**src/hw/sesr_pkg.sv**
```systemverilog
// sesr_pkg: shared constants and types of the standard event status block
`default_nettype none
package sesr_pkg;

	// ==========================================================
	// register geometry
	localparam int          REG_W       = 8;
	localparam logic [7:0]  FLAGS_RESET = 8'h80;  // power-on flag set
	localparam logic [7:0]  MASK_RESET  = 8'h00;
	localparam logic [7:0]  UNUSED_BITS = 8'h42;  // positions 1 and 6
	localparam logic [7:0]  VALID_BITS  = 8'hBD;
	localparam logic [7:0]  ZERO_BYTE   = 8'h00;

	// ==========================================================
	// flag positions within the event register
	localparam int BIT_OPC = 0;
	localparam int BIT_QYE = 2;
	localparam int BIT_DDE = 3;
	localparam int BIT_EXE = 4;
	localparam int BIT_CME = 5;
	localparam int BIT_PON = 7;

	// summary enable position in the service request enable value
	localparam int SRE_ESB_BIT = 5;

	// ==========================================================
	// operation complete tracker states
	typedef enum logic [1:0] {
		OPC_IDLE  = 2'b01,
		OPC_ARMED = 2'b10
	} sesr_opc_state_t;

endpackage : sesr_pkg
`default_nettype wire

```
**src/hw/sesr_flag_latch.sv**
```systemverilog
// sesr_flag_latch: sticky event flags, cleared by a read, set wins
`timescale 1ns/1ps
`default_nettype none
module sesr_flag_latch #(
	parameter int          W         = 8,
	parameter logic [7:0]  RESET_VAL = 8'h80,
	parameter logic [7:0]  KEEP_BITS = 8'hBD
) (
	input  wire logic          ref_clk,
	input  wire logic          rst_n,
	input  wire logic [W-1:0]  set_vec,
	input  wire logic          clr,
	output logic      [W-1:0]  flags_q
);
	import sesr_pkg::*;

	// ==========================================================
	// next value
	logic [W-1:0] flags_d;
	logic [W-1:0] held;
	// a set in the clearing cycle survives the clear
	assign held    = clr ? W'(ZERO_BYTE) : flags_q;
	assign flags_d = (held | set_vec) & W'(KEEP_BITS);

	// flag store
	always_ff @(posedge ref_clk) begin
		if (!rst_n) begin
			flags_q <= W'(RESET_VAL & KEEP_BITS);
		end else begin
			flags_q <= flags_d;
		end
	end
endmodule : sesr_flag_latch
`default_nettype wire

```
**src/hw/sesr_opc_track.sv**
```systemverilog
// sesr_opc_track: waits for pending work after an operation complete command
`timescale 1ns/1ps
`default_nettype none
module sesr_opc_track (
	input  wire logic  ref_clk,
	input  wire logic  rst_n,
	input  wire logic  opc_cmd,
	input  wire logic  ops_busy,
	output logic       done_q
);
	import sesr_pkg::*;

	// ==========================================================
	// state machine
	sesr_opc_state_t state_q;
	sesr_opc_state_t state_d;
	logic            done_d;

	// arm on the command, report once work has drained
	always_comb begin
		state_d = state_q;
		done_d  = 1'b0;
		case (state_q)
			OPC_IDLE: begin
				if (opc_cmd && !ops_busy) begin
					done_d = 1'b1;
				end else if (opc_cmd) begin
					state_d = OPC_ARMED;
				end
			end
			OPC_ARMED: begin
				if (!ops_busy) begin
					done_d  = 1'b1;
					state_d = OPC_IDLE;
				end
			end
			default: begin
				state_d = OPC_IDLE;
			end
		endcase
	end

	// state and pulse registers
	always_ff @(posedge ref_clk) begin
		if (!rst_n) begin
			state_q <= OPC_IDLE;
			done_q  <= 1'b0;
		end else begin
			state_q <= state_d;
			done_q  <= done_d;
		end
	end
endmodule : sesr_opc_track
`default_nettype wire

```
**src/hw/sesr_regs.sv**
```systemverilog
// sesr_regs: standard event flags, their enable mask and summary outputs
`timescale 1ns/1ps
`default_nettype none
// Functional notes
// - Positions 1 and 6 of the event register are never set by any event.
// - A service request is signalled only for an enabled flag with SRE bit 5 set.
// - The enable-mask command loads the mask from the supplied weighted sum.
// - The enable-mask query returns the mask and leaves it unchanged.
// - The event register query returns the flags and then clears all but any flag set in that same cycle.
// - The power-on flag at position 7 is set after a power off and on cycle.
// - The command error flag at position 5 is set on an uninterpretable command.
// - The execution error flag at position 4 is set on an impossible action.
// - The device error flag at position 3 is set on a device-specific fault.
// - The query error flag at position 2 is set when response data is lost.
// - The completion flag at position 0 is set once pending work has finished.
// - The summary bit is set while any enabled event flag is set.
module sesr_regs (
	input  wire logic                        ref_clk,
	input  wire logic                        rst_n,
	input  wire logic                        ese_wr,
	input  wire logic [sesr_pkg::REG_W-1:0]  ese_data,
	input  wire logic                        ese_rd,
	input  wire logic                        esr_rd,
	input  wire logic [sesr_pkg::REG_W-1:0]  sre_value,
	input  wire logic                        pon_event_async,
	input  wire logic                        cmd_err,
	input  wire logic                        exe_err,
	input  wire logic                        dev_err,
	input  wire logic                        qry_err,
	input  wire logic                        opc_cmd,
	input  wire logic                        ops_busy,
	output logic                             resp_valid_q,
	output logic      [sesr_pkg::REG_W-1:0]  resp_data_q,
	output logic                             esb_summary_q,
	output logic                             event_srq_q
);
	import sesr_pkg::*;

	// ==========================================================
	// power monitor input synchroniser
	logic pon_meta_q;
	logic pon_sync_q;
	logic pon_prev_q;
	logic pon_rise;

	// two stages before any logic sees the monitor level
	always_ff @(posedge ref_clk) begin
		if (!rst_n) begin
			pon_meta_q <= 1'b0;
			pon_sync_q <= 1'b0;
			pon_prev_q <= 1'b0;
		end else begin
			pon_meta_q <= pon_event_async;
			pon_sync_q <= pon_meta_q;
			pon_prev_q <= pon_sync_q;
		end
	end

	// a fresh off-on cycle reported by the monitor; the history
	// flop resets to the idle level, so reset gives no false edge
	assign pon_rise = pon_sync_q && !pon_prev_q;

	// ==========================================================
	// operation complete tracking
	logic opc_done_q;

	sesr_opc_track u_opc (
		.ref_clk  (ref_clk),
		.rst_n    (rst_n),
		.opc_cmd  (opc_cmd),
		.ops_busy (ops_busy),
		.done_q   (opc_done_q)
	);

	// ==========================================================
	// event set vector
	logic [REG_W-1:0] set_vec;
	logic [REG_W-1:0] flags_q;

	// each event steers its own flag, unused positions stay low
	always_comb begin
		set_vec          = ZERO_BYTE;
		set_vec[BIT_PON] = pon_rise;
		set_vec[BIT_CME] = cmd_err;
		set_vec[BIT_EXE] = exe_err;
		set_vec[BIT_DDE] = dev_err;
		set_vec[BIT_QYE] = qry_err;
		set_vec[BIT_OPC] = opc_done_q;
	end

	// sticky flags, cleared by the event register query
	sesr_flag_latch #(
		.W         (REG_W),
		.RESET_VAL (FLAGS_RESET),
		.KEEP_BITS (VALID_BITS)
	) u_flags (
		.ref_clk (ref_clk),
		.rst_n   (rst_n),
		.set_vec (set_vec),
		.clr     (esr_rd),
		.flags_q (flags_q)
	);

	// ==========================================================
	// enable mask
	logic [REG_W-1:0] mask_q;
	logic [REG_W-1:0] mask_d;

	// weighted sum loaded as is, unused positions dropped
	assign mask_d = ese_wr ? (ese_data & VALID_BITS) : mask_q;

	always_ff @(posedge ref_clk) begin
		if (!rst_n) begin
			mask_q <= MASK_RESET;
		end else begin
			mask_q <= mask_d;
		end
	end

	// ==========================================================
	// query responses
	logic             resp_valid_d;
	logic [REG_W-1:0] resp_data_d;

	// event query outranks mask query in the same cycle; data
	// holds between queries while valid pulses for one cycle
	assign resp_valid_d = esr_rd || ese_rd;
	assign resp_data_d  = esr_rd ? flags_q
	                    : ese_rd ? mask_q
	                    : resp_data_q;

	always_ff @(posedge ref_clk) begin
		if (!rst_n) begin
			resp_valid_q <= 1'b0;
			resp_data_q  <= ZERO_BYTE;
		end else begin
			resp_valid_q <= resp_valid_d;
			resp_data_q  <= resp_data_d;
		end
	end

	// ==========================================================
	// summary and service request
	logic esb_now;
	logic srq_now;

	// true when some flag is let through by its enable bit
	function automatic logic any_enabled(
		input logic [REG_W-1:0] flags,
		input logic [REG_W-1:0] mask
	);
		return |(flags & mask);
	endfunction : any_enabled

	// both outputs lag the flags by one cycle, never combinational
	assign esb_now = any_enabled(flags_q, mask_q);
	assign srq_now = esb_now && sre_value[SRE_ESB_BIT];

	always_ff @(posedge ref_clk) begin
		if (!rst_n) begin
			esb_summary_q <= 1'b0;
			event_srq_q   <= 1'b0;
		end else begin
			esb_summary_q <= esb_now;
			event_srq_q   <= srq_now;
		end
	end
endmodule : sesr_regs
`default_nettype wire

```
**config.mk**
```make
export PLATFORM = sky130hd
export DESIGN_NAME = sesr_regs
export DESIGN_NICKNAME = d
export VERILOG_FILES = /design/src/hw/sesr_pkg.sv /design/src/hw/sesr_flag_latch.sv /design/src/hw/sesr_opc_track.sv /design/src/hw/sesr_regs.sv
export SDC_FILE = /design/constraint.sdc
export NUM_CORES = 1
export LEC_CHECK = 0
export ABC_AREA = 0
export BUFFER_PORTS_ARGS = -buffer_cell sky130_fd_sc_hd__buf_2
export CAP_MARGIN = 20
export CORE_MARGIN = 8
export CORE_UTILIZATION = 25
export DETAILED_ROUTE_END_ITERATION = 6
export PLACE_DENSITY_LB_ADDON = 0.08
export SYNTH_ARGS = -nofsm -noshare
export SYNTH_HDL_FRONTEND = slang
export SYNTH_SLANG_ARGS = --single-unit
export TNS_END_PERCENT = 10
```
**constraint.sdc**
```tcl
create_clock -name ref_clk -period 1.5 [get_ports ref_clk]
set_input_delay 0.075 -clock ref_clk [delete_from_list [all_inputs] [get_ports ref_clk]]
set_output_delay 0.075 -clock ref_clk [all_outputs]
set_load 0.01 [all_outputs]
```
==> summary.md, run 1 <==
| Metric | Value |
|---|---|
| Slowest cell on the critical path | dfxtp_1 |
| Total die area | a little under 7000 um^2 |
| Critical Path Max Stage Delay | about 0.36 ns |
| Core area | roughly 4300 um^2 |
| Worst path top cell family by delay | flip-flops |
| CP required | about 1.7 ns |
| CTS root buf | clkbuf_8 |
| Worst skew pair latency | 0.27 ns |
| Startpoint Class | flip-flop |
| Wire per inst | ~12 um |
| Core Rows | 24 |
| Max Fclk | ~0.9 GHz |
| Crit path DAT | around 1.3 ns |
| Drt pass-1 iters | 4 |
| Fin Setup TNS | 0 ns |
| Post-Syn Instances | about 110 |
| WL final | 2280 um |
| Antenna-violating nets left | 0 |
| Post-synth EDFFs | 0 |
| H-tree Lvls | 1 |
| First-pass GRT wire length | 3710 um |
| Layout Area Growth over Synthesis | 19.5% |
| Nets | about 170 |
| Longest Clk Path Bufs | 2 |
| Largest net degree at the start of global routing | 28 |
| Main synth FF type | dfxtp_1 |
| Routed vias | ~770 |
| Maxcap violations | 0 |
| Leakage | 0.599 nW |
| Hpwl dp | roughly 1700 um |
| Register area share after synthesis | 0.495 |
| GP Congestion | around 0.68 |
| RSZ-0062 raised after global routing | no |
| Setup CP Type | flip-flop to flip-flop |
| Most frequent cells in the layout | dfxtp_1, buf_2, mux2i_1 |
| Synth Area per Inst | between 10 and 15 um^2 |
| FILL cells | 460 |
| Distinct cell type count after synthesis | 23 |
| Clock sink count | 27 |
| I/O Pins | 39 |
| Via/cell ratio | ~4.2 |
| Clk_skew | ~0.0047 ns |
| Vias in the first global route | about 770 |
| Clock slew at reported path FFs | approximately 0.090 ns |
| Die Span Y | 82.1 um |
| Max FO, Critical Path | 3 |
| Ys async rst share | 0 |
| Port bufs | 27 |
| Initial antenna violation count | 0 |
| CTS Buf Count | 3 |
| Tot Pwr | 1.35 mW |
| Inserted Diodes | 0 |
| Total congestion overflow | 0 |
| Final Slew Violations | 0 |
| PD cells | around 1000 nW/um^2 |
| Total track usage | 0.0727 |
| Synthesized cell area | 1090 um^2 |
| Crit share post-route | 0.737 |
| Worst vdd ir | 0.303 mV |
| CTS tree | yes |
| Path type of the worst min-delay path | input port to flip-flop |
| # setup viols final | 0 |
| Buf/Inv on CP | 1 |
| CP cell instances | inv_1 -> ha_1 -> a21oi_1 -> o21ai_0 -> and2_1 |
| Outcome | finished, final reports clean |
| Ys Warns | 0 |
| Final Hold Fails | 0 |
| Initial core utilization | 0.254 |
| Critical Path Sink Type | flip-flop |
| Layout cell share with drive strength beyond 1 | 0.231 |
| DRT iter0 DRCs | 17 |
| Clock period minus worst slack | approximately 1.1 ns |
| Die X | between 80 and 90 um |
| Post-CTS Setup Inserts | 0 |
| Residual DRC count | 0 |
| Flops & latches, synth | 27 |
==> timing repair <==
item / CTS / global route
hold endpoints to repair: 1 / 2
hold buffers: 1 / 2
resized for setup: 0 / 0
==> state kept, by name, indices dropped and copies added, names as in the netlist <==
name             flops
u_opc.done_q         1
u_opc.state_q        2
mask_q               6
pon_meta_q           1
pon_prev_q           1
u_flags.flags_q      6
resp_valid_q         1
event_srq_q          1
pon_sync_q           1
esb_summary_q        1
resp_data_q          6
==> per-layer routing <==
| layer | vias to the layer above | global-route usage | share of wire |
|---|---|---|---|
| li1 | 407 | - | - |
| met1 | 347 | 0.0870 | 0.46 |
| met5 | - | 0 | 0 |
| met4 | 0 | 0.0316 | 0.0070 |
| met3 | 2 | 0.0263 | 0.076 |
| met2 | 16 | 0.114 | 0.46 |
==> worst register-to-register path: stages, from the launching register on <==
cell,delay [ns]
dfxtp_1,0.36
inv_1,0.06
ha_1,0.22
a21oi_1,0.15
o21ai_0,0.08
and2_1,0.15
==> final cells by class <==
class | instances | area (um^2) | area share
Timing Repair Buffer | 30 | 165 | 0.127
Clock inverter | 1 | 5.00 | 0.00384
Inverter | 4 | 15.0 | 0.0115
Clock buffer | 3 | 41.3 | 0.0317
Sequential cell | 27 | 541 | 0.415
Tap cell | 52 | 65.1 | 0.0499
Multi-Input combinational cell | 69 | 472 | 0.362
==> where the power goes <==
part           internal [mW]  total [mW]  switching, mW
logic                 0.0843       0.163         0.0792
registers              0.759       0.783         0.0244
clock network          0.186       0.403          0.217
total                   1.03        1.35          0.321
==> cells by family (layout without fill, tap and decap cells) <==
logic type,after synthesis,after routing,share of synthesized area
AOI/OAI and AO/OA,20,20,0.116
adders and majority gates,2,2,0.0229
buffers and inverters,12,38,0.0757
DFF,27,27,0.495
muxes,12,12,0.110
other,1,2,0.00344
and+or+nand+nor,33,33,0.177
==> path summary, 6_finish.rpt <==
check / endpoint / cells after the start / slack, ns / startpoint
max: u_opc.state_q[1] / 5 / 0.39 / u_opc.state_q[0]
min: u_flags.flags_q[3] / 2 / 0.01 / dev_err
max reg2reg: u_opc.state_q[1] / 5 / 0.39 / u_opc.state_q[0]
min reg2reg: pon_sync_q / 1 / 0.44 / pon_meta_q
==> metrics by stage <==
step | util | std cells | setup slack [ns] | cell area [um^2] | hold slack (ns)
final | 0.304 | 186 | 0.394 | 1300 | 0.0112
after global routing | 0.304 | 186 | 0.307 | 1300 | 0.00301
after CTS | 0.299 | 184 | 0.390 | 1280 | 0.000377
after detailed placement | 0.286 | 179 | 0.398 | 1230 | 0.280
after global placement | 0.286 | 179 | 0.434 | 1230 | 0.278
after floorplan | - | 108 | 0.476 | 1090 | 0.152
==> synth_stat cells, types with 3 or more instances <==
| master | count | area [um^2] |
|---|---|---|
| dfxtp_1 | 27 | 541 |
| mux2i_1 | 12 | 120 |
| and2_1 | 11 | 68.8 |
| nor2b_1 | 11 | 68.8 |
| nand2_1 | 7 | 26.3 |
| o21a_1 | 6 | 45.0 |
| o21ai_1 | 6 | 30.0 |
| inv_1 | 4 | 15.0 |
| a22oi_1 | 3 | 22.5 |
No activity file was read; power rests on OpenSTA's default activity.
==> run 2, diff against run 1 <==
ABC_AREA = 1   (was 0)
clock period = 1 ns   (was 1.5 ns; I/O delays follow)
==> run 2 against run 1 <==
Compared with the run above: combinational power increased by 84%; register-to-register slack got worse by 0.36 ns; count of clock-buffer cells in the layout increased by 1; power rose by 55%; largest cell class unchanged; largest power group unchanged.
==> summary.md, run 2 <==
| Metric | Value |
|---|---|
| Ys Warns | 0 |
| Main synth FF type | dfxtp_1 |
| Core area | 3970 um^2 |
| Wire per inst | ~11 um |
| Distinct cell type count after synthesis | 17 |
| Largest net degree at the start of global routing | 16 |
| CTS tree | yes |
| Post-synth EDFFs | 0 |
| Port bufs | 27 |
| Longest Clk Path Bufs | 2 |
| Startpoint Class | flip-flop |
| Layout Area Growth over Synthesis | 34.9% |
| Final core occ | 0.348 |
| I/O Pins | 39 |
| Total die area | ~6400 um^2 |
| Part of the power in the clock network | 0.289 |
| Maxcap violations | 0 |
| Worst skew pair latency | 0.27 ns |
| Comb power frac | 0.143 |
| CP cell instances | inv_2 -> ha_2 -> a21oi_2 -> nor2_2 -> o21ai_1 -> inv_1 |
| Ys async rst share | 0 |
| Top post-synthesis cells by count | dfxtp_1, nand2_1, nor2_1 |
| DP Area | approximately 1200 um^2 |
| Worst setup margin | around 0.032 ns |
| Max FO, Critical Path | 3 |
| Flop pwr share | 0.568 |
| Critical Path Max Stage Delay | 0.38 ns |
| Clock slew at reported path FFs | roughly 0.090 ns |
| Flops & latches, synth | 27 |
| Main combinational cell family by area after synthesis | compound AO/OA/AOI/OAI gates |
| Register area share after synthesis | 0.527 |
| Nets | 200 |
| Final instance area | roughly 1400 um^2 |
| Most frequent cells in the layout | buf_2, dfxtp_1, nand2_1 |
| H-tree Lvls | 1 |
| Die X | 80.1 um |
| Synth Area per Inst | approximately 8 um^2 |
| Drt pass-1 iters | 4 |
| Path type of the worst min-delay path | input port to flip-flop |
| Post-Synth XOR/XNOR Area | 0 |
| CTS root buf | clkbuf_8 |
| Total track usage | 0.0796 |
| WL final | 2490 um |
| Clock period minus worst slack | about 0.97 ns |
| Biggest regs | mask_q (6), resp_data_q (6), u_flags.flags_q (6) |
| Final Slew Violations | 0 |
| Yosys top cell by area | dfxtp_1 |
| Initial antenna violation count | 0 |
| First-pass GRT wire length | roughly 4000 um |
| Antenna-violating nets left | 0 |
| PD cells | approximately 1500 nW/um^2 |
| Die Span Y | 80.1 um |
| Synthesized cell area | a little over 1000 um^2 |
| Simple-gate share of the synthesized area | 0.172 |
| DRT iter0 DRCs | 50 |
| Post-CTS Setup Inserts | 0 |
| Final Hold Fails | 0 |
| Post-Synth Adder-Cell Area | 0.0244 |
| Clk_skew | around 0.0048 ns |
| Leakage | 0.657 nW |
| CTS Buf Count | 3 |
| Hpwl dp | between 1500 and 2000 um |
| Core Rows | 23 |
| Post-Syn Instances | approximately 130 |
| Vias in the first global route | between 800 and 900 |
| Via/cell ratio | approximately 4.3 |
| Crit share post-route | 0.968 |
| Post-place setup slack | -0.0177 ns |
| Complex-gate fraction of the synthesized area | 0.184 |
| GP Congestion | 0.709 |
| CP required | between 1 and 1.5 ns |
| Switching Share | 0.248 |
| Outcome | finished, final reports clean |
| Most frequent cell after synthesis | dfxtp_1 |
| Non-filler cells, final | around 220 |
| Clock sink count | 27 |
| Sw power | between 500 and 600 uW |
| Total congestion overflow | 0 |
| Cell-internal power | ~1.6 mW |
| Setup CP Type | flip-flop to flip-flop |
| Initial core utilization | 0.258 |
| Layout cell share with drive strength beyond 1 | 0.278 |
| Critical Path Sink Type | flip-flop |
| Routed vias | just over 900 |
| Inserted Diodes | 0 |
| Worst vdd ir | about 0.6 mV |
| Max Fclk | between 1 and 1.5 GHz |
| Leading cell type in the layout, fill and taps excluded | buf_2 |
| Post-synthesis mux area share | 0 |
| Slowest cell on the critical path | dfxtp_4 |
| DP Cell Count | 206 |
| Crit path DAT | 1.13 ns |
| Area share of the largest cell type after synthesis | 0.527 |
| # setup viols final | 0 |
| RSZ-0062 raised after global routing | yes |
| Residual DRC count | 0 |
| Top cells by area, synth | dfxtp_1, o21ai_0, a21oi_1, nand2_1, nor2_1 |
[run 2: cell types whose count changed in the layout (fill, tap and decap cells not counted), moves of 11 or more]
cell,change
a21oi_1,+12
and2_1,-11
mux2i_1,-12
nand2_1,+13
nor2_1,+19
nor2b_1,-11
o21ai_0,+13
[run 2: layout make-up]
type / instances / area [um^2]
Inverter: 13 / 48.8
Tap cell: 50 / 62.6
Clock buffer: 4 / 45.0
Multi-Input combinational cell: 84 / 419
Timing Repair Buffer: 41 / 263
Sequential cell: 27 / 546
Fill cell: 434 / 2590
[run 2: power by group through the flow]
stage	Clock [mW]	Combinational [mW]	Sequential, mW
floorplan	0	0.147	1.21
global placement	0	0.257	1.21
detailed placement	0	0.261	1.21
CTS	0.640	0.291	1.19
global route	0.703	0.343	1.20
finish	0.604	0.300	1.19
[run 2: final timing paths]
kind,start,endpoint,slack (ns),cells past startpoint
setup / recovery,u_opc.state_q[1],u_opc.state_q[1],0.03,6
hold / removal,ese_data[2],mask_q[2],0.003,3
setup reg to reg,u_opc.state_q[1],u_opc.state_q[1],0.03,6
hold reg to reg,pon_prev_q,u_flags.flags_q[7],0.40,1
[run 2: routing by layer]
metal / part of all wire / up-vias / track usage
met4: 0.0044 / 0 / 0.0164
met3: 0.065 / 2 / 0.0335
li1: - / 487 / -
met2: 0.48 / 20 / 0.124
met1: 0.45 / 426 / 0.0994
met5: 0 / - / 0
[run 2: kinds of logic (layout without fill, tap and decap cells)]
family / Yosys count / count (layout)
flops: 27 / 27
fa+ha+maj: 2 / 2
simple gates: 43 / 43
other cells: 1 / 2
compound gates: 37 / 37
buf+inv: 18 / 58
[run 2: worst max-delay path: cells and delay by family (launching register included)]
kind,cells,cell delay [ns]
flip-flops,1,0.38
AND/OR/NAND/NOR,1,0.06
buffers and inverters,2,0.08
AO/OA/AOI/OAI,2,0.19
adder cells (fa/ha/maj),1,0.17
[run 2: what timing repair did]
| item | 4_1_cts | 5_1_grt |
|---|---|---|
| hold buffers | 9 | 0 |
| setup endpoints to repair | 2 | 3 |
| resized for setup | 4 | 8 |
| endpoints found under the hold margin | 9 | 0 |
| pin swaps | 0 | 2 |
[run 2: per-stage QoR]
stage	power (mW)	setup TNS (ns)	hold slack, ns
after global routing	2.24	-0.0375	0.00225
after floorplan	1.36	0	0.121
after global placement	1.47	0	0.236
final	2.09	0	0.00268
after CTS	2.12	0	0.000528
after detailed placement	1.47	-0.0219	0.238
==> run 3, diff against run 2 <==
REMOVE_ABC_BUFFERS = 1   (was unset)
==> run 3 against run 2 <==
Compared with the run above: critical endpoint unchanged; highest routed layer is now met3; register-to-register slack worse by 0.02 ns; utilization is 0.54 points higher; clock power hardly changed; critical path type unchanged; final area is 1.5% higher; the run now ends with hold timing left; sequential power hardly changed; non-clock buffer count is 3 higher; via count is 1.2% higher.
==> summary.md, run 3 (synthesis results as in run 2) <==
| Metric | Value |
|---|---|
| Outcome | finished with violations |
| Failing checks | hold timing |
| DP Cell Count | between 200 and 250 |
| PD cells | approximately 1500 nW/um^2 |
| Fin Setup TNS | 0 ns |
| Biggest regs | mask_q (6), resp_data_q (6), u_flags.flags_q (6) |
| Max Fclk | 1.01 GHz |
| Inserted Diodes | 0 |
| Sw power | 522 uW |
| Total die area | 6410 um^2 |
| Largest net degree at the start of global routing | 16 |
| Worst setup margin | 0.0146 ns |
| Startpoint Class | flip-flop |
| Reg-to-reg slack, setup | 0.01 ns |
| Via/cell ratio | about 4.3 |
| DRT iter0 DRCs | 29 |
| GP Congestion | 0.686 |
| Wire per inst | about 11 um |
| Clock sink count | 27 |
| CTS root buf | clkbuf_8 |
| Vias in the first global route | 879 |
| Worst vdd ir | approximately 0.73 mV |
| FILL cells | approximately 440 |
| Core area | approximately 4000 um^2 |
| Leading cell type in the layout, fill and taps excluded | buf_2 |
| CTS Buf Count | 3 |
| Cell-internal power | about 1.6 mW |
| Crit path DAT | 1.15 ns |
| Maxcap violations | 0 |
| Total track usage | 0.0785 |
| Non-filler cells, final | ~220 |
| Max FO, Critical Path | 3 |
| Fin Hold WS | -0.00000774 ns |
| Layout Area Growth over Synthesis | 37.0% |
| Final Slew Violations | 0 |
| Initial core utilization | 0.258 |
| Hold Crit Depth | 3 |
| RSZ-0062 raised after global routing | yes |
| Clk_skew | about 0.0034 ns |
| Part of the power in the clock network | 0.287 |
| Layout cell share with drive strength beyond 1 | 0.279 |
| WL final | 2500 um |
| # setup viols final | 0 |
| Die Span Y | 80.1 um |
| Leakage | just under 0.7 nW |
| Path type of the worst min-delay path | input port to flip-flop |
| Die X | approximately 80 um |
| I/O Pins | 39 |
| Initial antenna violation count | 0 |
| Final Hold Fails | 1 |
| Comb power frac | 0.147 |
| Critical Path Sink Type | flip-flop |
| Port bufs | 27 |
| CP required | approximately 1.2 ns |
| R2R cell count | 6 |
| Flop pwr share | 0.566 |
| Longest Clk Path Bufs | 2 |
| Switching Share | 0.249 |
| Setup CP Type | flip-flop to flip-flop |
| Worst skew pair latency | about 0.27 ns |
| First-pass GRT wire length | 3970 um |
| Hpwl dp | roughly 1900 um |
| Clock slew at reported path FFs | approximately 0.090 ns |
| CTS tree | yes |
| H-tree Lvls | 1 |
| Routed vias | approximately 950 |
| Crit share post-route | 0.985 |
| Drt pass-1 iters | 4 |
| Residual DRC count | 0 |
| Total congestion overflow | 0 |
| Clock period minus worst slack | between 0.9 and 1 ns |
| Core Rows | 23 |
| Most frequent cells in the layout | buf_2, dfxtp_1, nand2_1, nor2_1, o21ai_0 |
| Antenna-violating nets left | 0 |
| Post-place setup slack | -0.0313 ns |
| Nets | just over 200 |
run 3: power by group through the flow:
| stage | clock, mW | sequential [mW] | combinational (mW) |
|---|---|---|---|
| 2_1_floorplan | 0 | 1.21 | 0.127 |
| 4_1_cts | 0.644 | 1.19 | 0.299 |
| 3_3_place_gp | 0 | 1.21 | 0.259 |
| 6_report | 0.602 | 1.19 | 0.309 |
| 5_1_grt | 0.677 | 1.20 | 0.349 |
| 3_5_place_dp | 0 | 1.21 | 0.266 |
run 3: repair_timing:
item,in CTS,in global routing
pin swaps,1,2
hold buffers,10,0
gates resized for setup,4,4
endpoints found under the setup margin,3,3
buffers inserted,0,1
hold endpoints to repair,10,0
run 3: layout make-up:
cell class | count | area, um^2 | area share
sequential | 27 | 543 | 0.386
multi-input combinational | 84 | 417 | 0.297
clock inverter | 1 | 5.00 | 0.00356
tap | 50 | 62.6 | 0.0445
clock buffer | 3 | 41.3 | 0.0294
timing repair buffer | 44 | 288 | 0.205
inverter | 13 | 48.8 | 0.0347
run 3: worst paths after layout:
check	from	to
worst max-delay path	u_opc.state_q[1]	u_opc.state_q[1]
worst min-delay path	qry_err	u_flags.flags_q[2]
worst max register to register	u_opc.state_q[1]	u_opc.state_q[1]
worst min register to register	pon_prev_q	u_flags.flags_q[7]
run 3: worst max-delay path: stages (launching register included):
cell and delay (ns):
dfxtp_2 0.37, inv_1 0.05, ha_2 0.17, a21oi_2 0.10
nor2_1 0.05, o21ai_1 0.09, inv_1 0.05
run 3: metrics by stage:
stage	power (mW)	cell area (um^2)	utilization
2_1_floorplan	1.34	987	-
3_3_place_gp	1.47	1230	0.310
3_5_place_dp	1.48	1230	0.310
4_1_cts	2.13	1380	0.348
5_1_grt	2.22	1410	0.354
6_report	2.10	1410	0.354
run 3: layer usage:
metal,track usage,wire length [um]
met5,0,0
met3,0.0402,218
met2,0.127,1150
met4,0.0164,0
met1,0.0903,1130
